File: src/sdcs_pkg.sv
package sdcs_pkg;

	// data path sizes
	localparam int COL_W = 10;
	localparam int DQ_W = 16;
	localparam int BEAT_W = 4;

	// largest burst and latency the pipeline is sized for
	localparam int MAX_BL = 8;
	localparam int MAX_CL = 3;

	// default burst length and read latency in clocks
	localparam int BL_DEFAULT = 4;
	localparam int CL_DEFAULT = 2;

	// reset values of the state register and the column and beat step sizes
	localparam logic CKE_RESET = 1'h0;
	localparam logic HELD_RESET = 1'h1;
	localparam logic [COL_W-1:0] COL_RESET = 10'h000;
	localparam logic [DQ_W-1:0] DQ_RESET = 16'h0000;
	localparam logic [BEAT_W-1:0] BEAT_RESET = 4'h0;
	localparam logic [BEAT_W-1:0] BEAT_ONE = 4'h1;
	localparam logic [COL_W-1:0] COL_STEP = 10'h001;

	// decoded command on the control pins
	typedef enum logic [2:0] {
		CMD_INHIBIT = 3'h0,
		CMD_NOP = 3'h1,
		CMD_READ = 3'h2,
		CMD_WRITE = 3'h3,
		CMD_OTHER = 3'h4
	} sdcs_cmd_t;

	// operating mode of the clock gate
	typedef enum logic [1:0] {
		MODE_RUN = 2'h0,
		MODE_SUSPEND = 2'h1,
		MODE_POWERDOWN = 2'h2
	} sdcs_mode_t;

	// active-low command strobes as they arrive on the pins
	typedef struct packed {
		logic chipSelN;
		logic rowStrobeN;
		logic colStrobeN;
		logic writeEnN;
	} sdcs_pins_t;

	// one entry of the read latency pipeline
	typedef struct packed {
		logic valid;
		logic [COL_W-1:0] col;
	} sdcs_slot_t;

	// write port toward the storage array
	typedef struct packed {
		logic en;
		logic [COL_W-1:0] col;
		logic [DQ_W-1:0] data;
	} sdcs_wr_t;

	// complete state of the clock suspend block
	typedef struct packed {
		sdcs_mode_t mode;
		logic ckeSample;
		logic clkHeld;
		logic burstActive;
		logic burstWrite;
		logic [COL_W-1:0] burstCol;
		logic [BEAT_W-1:0] beatsLeft;
		sdcs_slot_t [MAX_CL-1:0] pipe;
		logic [DQ_W-1:0] dqOut;
		logic dqOe;
		sdcs_wr_t wr;
	} sdcs_state_t;

endpackage

File: src/sdcs_cmd_decode.sv
`timescale 1ns/1ps
module sdcs_cmd_decode (
	// command strobes
	input wire sdcs_pkg::sdcs_pins_t pins,
	// decoded command
	output sdcs_pkg::sdcs_cmd_t cmd
);

	// chip select high masks everything; only column commands matter here
	always_comb begin
		if (pins.chipSelN) begin
			cmd = sdcs_pkg::CMD_INHIBIT;
		end else begin
			case ({pins.rowStrobeN, pins.colStrobeN, pins.writeEnN})
				3'h7: begin
					cmd = sdcs_pkg::CMD_NOP;
				end
				3'h5: begin
					cmd = sdcs_pkg::CMD_READ;
				end
				3'h4: begin
					cmd = sdcs_pkg::CMD_WRITE;
				end
				default: begin
					cmd = sdcs_pkg::CMD_OTHER;
				end
			endcase
		end
	end

endmodule

File: src/sdcs_clock_suspend.sv
`timescale 1ns/1ps
// How it works
// - cke registered low during a column access or burst enters suspend
// - suspended edges freeze bursts, latency pipeline and read data; cke sample, mode and hold flag still update
// - each low cke sample suppresses exactly the following internal clock edge
// - commands, addresses and write data at a suspended edge are ignored
// - read data already on the data pins stays driven and unchanged
// - burst column counter does not advance on suspended edges
// - controller ends suspend by getting cke high registered on a rising edge
// - after cke registers high, internal clocking resumes on the next edge
// - cke low with nop or inhibit and no access enters power-down instead
module sdcs_clock_suspend #(
	parameter int BURST_LEN = sdcs_pkg::BL_DEFAULT,
	parameter int CAS_LAT = sdcs_pkg::CL_DEFAULT
) (
	// clock and reset
	input wire logic sys_clk,
	input wire logic sys_rst,
	// command side
	input wire logic cke,
	input wire sdcs_pkg::sdcs_pins_t pins,
	input wire logic [sdcs_pkg::COL_W-1:0] colAddr,
	// data pins
	input wire logic [sdcs_pkg::DQ_W-1:0] dqIn,
	output logic [sdcs_pkg::DQ_W-1:0] dqOut,
	output logic dqOe,
	// storage array
	input wire logic [sdcs_pkg::DQ_W-1:0] arrRdData,
	output logic [sdcs_pkg::COL_W-1:0] arrRdCol,
	output sdcs_pkg::sdcs_wr_t arrWr,
	// status
	output sdcs_pkg::sdcs_mode_t mode,
	output logic clkHeld
);

	// refuse settings the pipeline cannot hold; caught at elaboration, never in a run
	if (BURST_LEN < 1 || BURST_LEN > sdcs_pkg::MAX_BL) begin : g_bad_burst
		$error("burst length out of range");
	end

	// the latency pipeline has MAX_CL slots and the tap sits CAS_LAT-2 deep
	if (CAS_LAT < 2 || CAS_LAT > sdcs_pkg::MAX_CL) begin : g_bad_latency
		$error("read latency out of range");
	end

	// the beat counter must hold the beats that follow the first one
	if (BURST_LEN > (1 << sdcs_pkg::BEAT_W)) begin : g_bad_beat_width
		$error("beat counter too narrow for burst length");
	end

	localparam int TAP = CAS_LAT - 2;
	localparam logic [sdcs_pkg::BEAT_W-1:0] BEATS_AFTER_FIRST = sdcs_pkg::BEAT_W'(BURST_LEN - 1);

	sdcs_pkg::sdcs_state_t st;
	sdcs_pkg::sdcs_state_t next_st;
	sdcs_pkg::sdcs_cmd_t cmd;
	logic intEdge;
	logic busyNow;
	logic busyAfter;
	logic idleCmd;

	// decoded command flags and per-slot read occupancy
	logic cmdRead;
	logic cmdWrite;
	logic [sdcs_pkg::MAX_CL-1:0] pipeLive;

	sdcs_cmd_decode u_decode (
		.pins(pins),
		.cmd(cmd)
	);

	// the internal edge runs only if the previous edge saw cke high
	assign intEdge = st.ckeSample && (st.mode != sdcs_pkg::MODE_POWERDOWN);
	assign idleCmd = (cmd == sdcs_pkg::CMD_NOP) || (cmd == sdcs_pkg::CMD_INHIBIT);

	// read and write are the only commands that start a burst here
	assign cmdRead = (cmd == sdcs_pkg::CMD_READ);
	assign cmdWrite = (cmd == sdcs_pkg::CMD_WRITE);

	// one flag per latency slot that still carries a read beat
	for (genvar g = 0; g < sdcs_pkg::MAX_CL; g++) begin : g_pipe_live
		assign pipeLive[g] = st.pipe[g].valid;
	end

	// an access is in progress while a burst runs, data is in flight or on the pins;
	// a beat still in the pipeline counts, otherwise cke low there would power down
	// and drop read data the controller is still waiting for
	assign busyNow = st.burstActive || st.dqOe || (|pipeLive);

	// next state
	always_comb begin
		next_st = st;
		next_st.wr.en = 1'h0;
		// cke itself is sampled on every edge, suspended or not
		next_st.ckeSample = cke;

		if (intEdge) begin
			// latency pipeline and output register advance together
			if (st.pipe[TAP].valid) begin
				next_st.dqOut = arrRdData;
			end
			next_st.dqOe = st.pipe[TAP].valid;
			for (int i = sdcs_pkg::MAX_CL - 1; i > 0; i--) begin
				next_st.pipe[i] = st.pipe[i-1];
			end
			next_st.pipe[0].valid = 1'h0;

			// burst engine, one column per live internal edge;
			// a new column command always wins over the burst in progress
			if (cmdRead || cmdWrite) begin
				next_st.burstWrite = cmdWrite;
				next_st.burstActive = (BURST_LEN > 1);
				next_st.beatsLeft = BEATS_AFTER_FIRST;
				next_st.burstCol = colAddr + sdcs_pkg::COL_STEP;
				// the first beat uses the command's own column, later beats the counter
				if (cmdRead) begin
					next_st.pipe[0].valid = 1'h1;
					next_st.pipe[0].col = colAddr;
				end else begin
					// a write cuts off any read still in flight
					for (int i = 0; i < sdcs_pkg::MAX_CL; i++) begin
						next_st.pipe[i].valid = 1'h0;
					end
					next_st.dqOe = 1'h0;
					next_st.wr.en = 1'h1;
					next_st.wr.col = colAddr;
					next_st.wr.data = dqIn;
				end
			end else if (st.burstActive) begin
				// columns simply count up; wrap inside a burst boundary is not modelled
				next_st.burstCol = st.burstCol + sdcs_pkg::COL_STEP;
				next_st.beatsLeft = st.beatsLeft - sdcs_pkg::BEAT_ONE;
				next_st.burstActive = (st.beatsLeft != sdcs_pkg::BEAT_ONE);
				if (st.burstWrite) begin
					next_st.wr.en = 1'h1;
					next_st.wr.col = st.burstCol;
					next_st.wr.data = dqIn;
				end else begin
					next_st.pipe[0].valid = 1'h1;
					next_st.pipe[0].col = st.burstCol;
				end
			end
		end
		// on a suspended edge nothing above runs: inputs are dropped and the
		// pipeline, burst counter and driven data all hold

		// access still in progress once this edge has been applied
		busyAfter = next_st.burstActive || next_st.dqOe;
		for (int i = 0; i < sdcs_pkg::MAX_CL; i++) begin
			busyAfter = busyAfter || next_st.pipe[i].valid;
		end

		// mode follows the registered cke level; an access in progress picks
		// suspend, an idle device with a nop or inhibit picks power-down,
		// anything else keeps running (the held edge still comes from ckeSample)
		case (st.mode)
			sdcs_pkg::MODE_POWERDOWN: begin
				// leave only with cke high and a nop or inhibit on the pins
				if (cke && idleCmd) begin
					next_st.mode = sdcs_pkg::MODE_RUN;
				end
			end
			sdcs_pkg::MODE_RUN, sdcs_pkg::MODE_SUSPEND: begin
				if (!cke && busyAfter) begin
					next_st.mode = sdcs_pkg::MODE_SUSPEND;
				end else if (!cke && idleCmd && !busyNow) begin
					next_st.mode = sdcs_pkg::MODE_POWERDOWN;
					next_st.dqOe = 1'h0;
				end else begin
					// run mode; the next edge clocks again only if cke registered high here
					next_st.mode = sdcs_pkg::MODE_RUN;
				end
			end
			default: begin
				next_st.mode = sdcs_pkg::MODE_RUN;
			end
		endcase

		// flags whether the coming edge will be swallowed; registered so the
		// controller sees it one cycle ahead of the frozen edge
		next_st.clkHeld = !next_st.ckeSample || (next_st.mode == sdcs_pkg::MODE_POWERDOWN);
	end

	// state register; reset leaves the internal clock held until cke is seen high
	always_ff @(posedge sys_clk or posedge sys_rst) begin
		if (sys_rst) begin
			st.mode <= sdcs_pkg::MODE_RUN;
			st.ckeSample <= sdcs_pkg::CKE_RESET;
			// nothing in flight and the data pins released after reset
			st.clkHeld <= sdcs_pkg::HELD_RESET;
			st.burstActive <= 1'h0;
			st.burstWrite <= 1'h0;
			st.burstCol <= sdcs_pkg::COL_RESET;
			st.beatsLeft <= sdcs_pkg::BEAT_RESET;
			st.pipe <= '0;
			st.dqOut <= sdcs_pkg::DQ_RESET;
			st.dqOe <= 1'h0;
			st.wr <= '0;
		end else begin
			st <= next_st;
		end
	end

	// outputs straight from the state register
	assign dqOut = st.dqOut;
	assign dqOe = st.dqOe;
	assign arrRdCol = st.pipe[TAP].col; // array read is combinational on this column
	assign arrWr = st.wr;
	assign mode = st.mode;
	assign clkHeld = st.clkHeld;

endmodule

File: config.mk
export PLATFORM = sky130hd
export DESIGN_NAME = sdcs_clock_suspend
export DESIGN_NICKNAME = d
export VERILOG_FILES = /design/src/sdcs_pkg.sv /design/src/sdcs_cmd_decode.sv /design/src/sdcs_clock_suspend.sv
export SDC_FILE = /design/constraint.sdc
export NUM_CORES = 1
export LEC_CHECK = 0
export BUFFER_PORTS_ARGS = -buffer_cell sky130_fd_sc_hd__buf_2
export CORE_MARGIN = 1.5
export CORE_UTILIZATION = 45
export CTS_CLUSTER_DIAMETER = 120
export DETAILED_ROUTE_END_ITERATION = 7
export GPL_TIMING_DRIVEN = 0
export PLACE_DENSITY = 0.73
export SETUP_SLACK_MARGIN = 0.1
export SYNTH_ARGS = -nofsm -noshare
export SYNTH_HDL_FRONTEND = slang
export SYNTH_SLANG_ARGS = --single-unit
File: constraint.sdc
create_clock -name sys_clk -period 2.2 [get_ports sys_clk]
set_input_delay 0.33 -clock sys_clk [delete_from_list [all_inputs] [get_ports sys_clk]]
set_output_delay 0.33 -clock sys_clk [all_outputs]
set_load 0.005 [all_outputs]
==> results.cfg, run 1 <==
[status]
outcome = finished, violations left
violations = design-rule violations

[job]
maxCapViolCount = 0

[synthesis]
ys_warn_count = 0
ys_top_cells_by_count = 76 x dfrtp_1, 55 x buf_4, 37 x nand2_1
yosysSeqAreaShare_pct = 46.6
yosysTopAreaCellShare_pct = 46.0
avgSynthCellArea_um2 = 10.7
synth_top_area_cell = dfrtp_1
yosys_most_used_dff = dfrtp_1
postSynthCellCount = 386
synth_fp_nets = 438
synth_edf_count = 0
synth_cell_type_count = 53
synthTopCellsByArea = dfrtp_1 46%, buf_4 10%, mux2_2 9.3%, mux2_4 4.0%, nand2_1 3.4%
synth_area_um2 = 4140
synth_seq_cells = 77
synth-async-reset-ratio_pct = 100
yosysMostFrequentCell = dfrtp_1

[sta]
setup_violations = 0
drv_slew = 0
min_period_over_period_pct = 95.9
period_minus_slack_ps = 2110
max_freq_ghz = 0.474
worst_pin_slew_ps = 539
rsz0062_at_grt = yes
relSlewSlack_pct = 64.1
finalHoldViolCount = 0
finalClockSkew_ps = 11.2
worst_hold_slack_ps = 8.42

[critical_path]
crit_path_top_delay_cell = or3b_1
reg2reg_from = st[92]
critical_path.startpoint = pins[1]
rr_worst_depth = 5
ff2ff_setup_slack_ps = 210
critPathMaxFanout = 10
crit_path_max_incr_delay_ps = 390
critPathKind = in -> reg
r2r_end = arrRdCol[5]
crit_path_end_kind = flop
worstPathArrival_ps = 2380
path_cells = buf_2 > or3b_1 > buf_6 > buf_8 > nand2_2 > nand2_2 > ha_4 > and4_4 > a2111oi_2 > a211oi_1 > o221ai_1
worstSetupEndpoint = st[89]
path_common_cell = nand2_2
critPathLaunchType = primary input
cp.required_ps = 2470

[global_routing]
overflow = 0
grt_start_max_net_pins = 34
grt_pass1_wl_mm = 15.3
grt_pass1_vias = 3230
grt.total_usage_pct = 19.5
antenna_found_initial = 0

[detailed_routing]
drt_first_iter_violations = 267
drcViolationCount = 11
routedWlPerCell_um = 15.6
antenna_left = 0
first_pass_iters = 7
vias = 3355
avgViaCountPerCell = 5.42
postRouteWirelength_mm = 9.67

[hold_path]
min_path_type = in -> async

[floorplanning]
die_x_um = 98.9
ios = 106
core_um2 = 8810
start_util_pct = 47.0
rows = 34
die-area_um2 = 9780
die-height_um = 98.9

[place]
globalplace.congestion = 0.911
port_buffers = 104
place_hpwl_mm = 6.96
postPlaceCellArea_um2 = 4850

[clock_network]
clkLatencyLatePin_ps = 360
cts_buffers = 9
clk_pin_slew_ps = 90
tritoncts = built
ctsLongestPathBuffers = 2
ctsHtreeMaxLevel = 3
cts.sinks = 77
cts_root_buf = clkbuf_8

[layout]
final_area_um2 = 5120
layout-drive-gt1-share_pct = 48.9
antenna_cells = 0
fin_nets = 558
area_growth_pct = 23.8

[power]
seqPwrFrac_pct = 39.3
swShare_pct = 33.4
intPower_mw = 4.19
peakVddDrop_v = 0.000562
combPwrFrac_pct = 44.0
pwr-share-clk_pct = 16.6
leakagePower_nw = 2.52
switchingPower_mw = 2.10
power_density_nw_per_um2 = 1230
[stage by stage]
stage	setup WS (ps)	cells	TNS [ps]	power, mW	util (%)
finish	89.8	619	0	6.29	58.2
CTS	57.4	617	0	6.29	57.6
detailed placement	-780	600	-4170	5.21	55.0
floorplan	-75.0	386	-75.0	4.32	-
global route	7.49	619	0	6.69	58.2
global placement	-654	598	-3120	5.11	54.6
[cell families (layout without fill, tap and decap cells)]
family                     Yosys count  after routing  share of synthesized area (%)
adders and majority gates            3              3                          0.907
xor gates and xnor gates             1              1                          0.212
and+or+nand+nor                    101            101                           12.7
AOI/OAI and AO/OA                   74             74                           12.5
muxes                               47             47                           13.7
buffers and inverters               83            208                           13.4
DFF                                 77             77                           46.6
[registers in the layout, summed over array words and instances, names as in the netlist]
name      count
clkHeld       1
dqOut        16
arrRdCol     10
st           17
dqOe          1
mode          2
pipeLive      3
arrWr        27
[final cells by class]
type	instances	area, um2
multi-input cells	226	1710
well taps	108	135
inverters	10	41.3
clock buffers	9	124
plain buffers	73	539
flip-flops and latches	77	1930
repair buffers	109	583
clock inverters	7	65.1
fillers	767	3680
[power groups by stage]
stage | combinational (mW) | clock, mW | sequential (mW)
2_1_floorplan | 1.95 | 0 | 2.37
3_3_place_gp | 2.66 | 0 | 2.45
3_5_place_dp | 2.73 | 0 | 2.49
4_1_cts | 2.75 | 1.07 | 2.47
5_1_grt | 3.01 | 1.13 | 2.55
6_report | 2.77 | 1.05 | 2.47
[worst min-delay path by stage]
| stage | from | cells after the start | slack [ps] | endpoint |
|---|---|---|---|---|
| 4_1_cts | sys_rst | 2 | 20 | dqOut[11] |
| 3_3_place_gp | pipeLive[2] | 2 | 460 | pipeLive[2] |
| 5_1_grt | sys_rst | 2 | 40 | dqOut[11] |
| 3_5_place_dp | sys_rst | 2 | 410 | dqOut[11] |
| 6_report | sys_rst | 2 | 8 | dqOut[11] |
| 2_1_floorplan | cke | 0 | 360 | st[94] |
[cells in the final DEF, fill, tap and decap left out, drive strengths merged, types with 5 or more instances in the layout]
cell / n
nand3: 16
nor3: 8
nand4: 5
o2bb2ai: 8
mux2: 45
nand2: 37
dfrtp: 76
a22oi: 9
clkbuf: 21
nor4: 6
o21ai: 19
a21oi: 9
o31ai: 5
buf: 170
nor2: 9
inv: 14
[critical path: cells and delay by family]
family,cells,cell delay [ps]
AO/OA/AOI/OAI,3,670
adder cells (fa/ha/maj),1,190
buffers and inverters,3,430
AND/OR/NAND/NOR,4,760
[timing repair]
action,in CTS,in global routing
setup endpoints to repair,19,14
hold buffers,0,0
resized for setup,8,12
pin swaps,1,2
setup buffers,1,2
endpoints found under the hold margin,0,0
[layer usage]
layer / track usage, % / share of wire [%] / routed length, um / vias up
li1: - / - / - / 1570
met1: 25.6 / 44 / 4260 / 1614
met2: 32.5 / 47 / 4540 / 159
met3: 3.69 / 7.7 / 748 / 12
met4: 6.37 / 1.2 / 114 / 0
met5: 0 / 0 / 0 / -
(Power assumes the default switching activity.)
==> inputs of run 2 (changes only) <==
--- a/config.mk
+++ b/config.mk
@@ -5,14 +5,15 @@
 export SDC_FILE = /design/constraint.sdc
 export NUM_CORES = 1
 export LEC_CHECK = 0
-export BUFFER_PORTS_ARGS = -buffer_cell sky130_fd_sc_hd__buf_2
 export CORE_MARGIN = 1.5
-export CORE_UTILIZATION = 45
+export CORE_UTILIZATION = 48
 export CTS_CLUSTER_DIAMETER = 120
 export DETAILED_ROUTE_END_ITERATION = 7
+export DONT_BUFFER_PORTS = 1
 export GPL_TIMING_DRIVEN = 0
-export PLACE_DENSITY = 0.73
+export PLACE_DENSITY = 0.66
 export SETUP_SLACK_MARGIN = 0.1
+export SLEW_MARGIN = 5
 export SYNTH_ARGS = -nofsm -noshare
 export SYNTH_HDL_FRONTEND = slang
 export SYNTH_SLANG_ARGS = --single-unit
==> results.cfg, run 2 (synthesis results as in run 1) <==
[global_routing]
grt_pass1_vias = 2787
grt_start_max_net_pins = 40
grt_pass1_wl_mm = 14.7
antenna_found_initial = 0
grt.total_usage_pct = 21.4
overflow = 0

[clock_network]
ctsLongestPathBuffers = 2
cts.sinks = 77
clk_pin_slew_ps = 80
cts_root_buf = clkbuf_8
tritoncts = built
cts_buffers = 9
clkLatencyLatePin_ps = 350
ctsHtreeMaxLevel = 3

[detailed_routing]
postRouteWirelength_mm = 9.46
avgViaCountPerCell = 5.66
first_pass_iters = 5
vias = 2905
drt_first_iter_violations = 247
routedWlPerCell_um = 18.4
antenna_left = 0
drcViolationCount = 0

[sta]
period_minus_slack_ps = 2090
max_freq_ghz = 0.479
worst_hold_slack_ps = 57.8
min_period_over_period_pct = 94.9
setup_violations = 0
rsz0062_at_grt = yes
finalClockSkew_ps = 9.46
setup_slack_ps = 113
relSlewSlack_pct = 58.6
worst_pin_slew_ps = 621
drv_slew = 0
fin_setup_tns_ps = 0
finalHoldViolCount = 0

[power]
leakagePower_nw = 2.11
peakVddDrop_v = 0.000573
power_mw = 5.95
power_density_nw_per_um2 = 1290

[critical_path]
critPathKind = in -> reg
critical_path.top_delay_family = simple AND/OR/NAND/NOR gates
path_common_cell = nand2_1
critPathBufInv = 2
critPathLaunchType = primary input
crit_path_top_delay_cell = or3b_1
crit_path_end_kind = flop
worstPathArrival_ps = 2300
path_cells = or3b_1 > buf_2 > buf_4 > nand2_1 > nand2_1 > ha_2 > and4_1 > nor4bb_4 > a211oi_1 > o221ai_1
critPathMaxFanout = 10
crit_path_max_incr_delay_ps = 350
cp.required_ps = 2410

[job]
maxCapViolCount = 0

[place]
place_hpwl_mm = 6.78
globalplace.congestion = 0.918
dpl_worst_slack_ps = -682
dp.cells = 493
port_buffers = 0

[layout]
antenna_cells = 0
area_growth_pct = 11.6
largest_register_ffs = 27
layout-drive-gt1-share_pct = 35.3
layout.cells.non_filler = 513
mostFrequentLayoutCell = dfrtp_1
fin_nets = 455
fillCellCount = 736
final_cell_mix = 76 x dfrtp_1, 58 x buf_4, 35 x nand2_1, 34 x mux2_2, 18 x o21ai_0

[floorplanning]
die-area_um2 = 9190
die_x_um = 95.8
ios = 106
rows = 33
core_um2 = 8300
die-height_um = 95.8
start_util_pct = 49.9

[hold_path]
min_path_type = in -> reg

[status]
outcome = completed
[run 2: cell count changes in the layout (fill, tap and decap cells not counted), moves of 2 or more]
cell	change
buf_2	-102
clkinv_2	+2
dlygate4sd3_1	+2
bufinv_16	+2
inv_8	-2
inv_6	-3
[run 2: power breakdown]
part	internal, mW	leakage (nW)	switching, mW	total (mW)
Clock	0.639	0.110	0.532	1.17
Combinational	1.36	1.07	0.947	2.31
Sequential	2.04	0.922	0.425	2.47
Total	4.05	2.11	1.90	5.95
[run 2: area by class of cell]
class                      count  area [um2]  area share (%)
clock inverter                 6        87.6            1.90
multi-input combinational    226        1700            36.9
timing repair buffer           6        75.1            1.63
clock buffer                  10         128            2.76
tap                          105         131            2.84
buffer                        73         524            11.4
sequential                    77        1930            41.8
inverter                      10        41.3           0.894
[run 2: through the flow]
step           instance area [um2]  util, %
2_1_floorplan                 4150        -
3_3_place_gp                  4280     51.6
3_5_place_dp                  4320     52.1
4_1_cts                       4580     55.2
5_1_grt                       4620     55.6
6_report                      4620     55.6
[run 2: worst paths after layout]
path                           start           to  slack, ps  cells after the start
setup reg to reg             mode[0]  arrRdCol[4]        310                      5
min in group asynchronous    sys_rst     dqOut[8]        390                      2
hold / removal                   cke      clkHeld         60                      1
hold reg to reg            arrWr[18]    arrWr[18]        490                      1
setup / recovery             pins[1]       st[89]        110                     10
max in group asynchronous    sys_rst      clkHeld       1300                      3
[run 2: worst register-to-register path, delay by kind of cell, from the launching register on]
family	cells	cell delay, ps
and+or+nand+nor	2	490
buffers and inverters	1	300
DFF	1	380
muxes	1	370
AOI/OAI and AO/OA	1	230
[run 2: metal layers]
| metal | global-route usage [%] | wire [um] | share of wire (%) |
|---|---|---|---|
| met2 | 33.6 | 4460 | 47 |
| met4 | 6.62 | 157 | 1.7 |
| met5 | 0 | 0 | 0 |
| met3 | 5.06 | 647 | 6.8 |
| met1 | 29.1 | 4200 | 44 |
[run 2: timing repair]
| item | in CTS | in global routing |
|---|---|---|
| pin swaps | 0 | 1 |
| endpoints found under the hold margin | 7 | 0 |
| hold buffers | 2 | 0 |
| setup buffers | 0 | 2 |
| resized for setup | 7 | 8 |
| setup endpoints to repair | 5 | 19 |
| cloned | 0 | 0 |
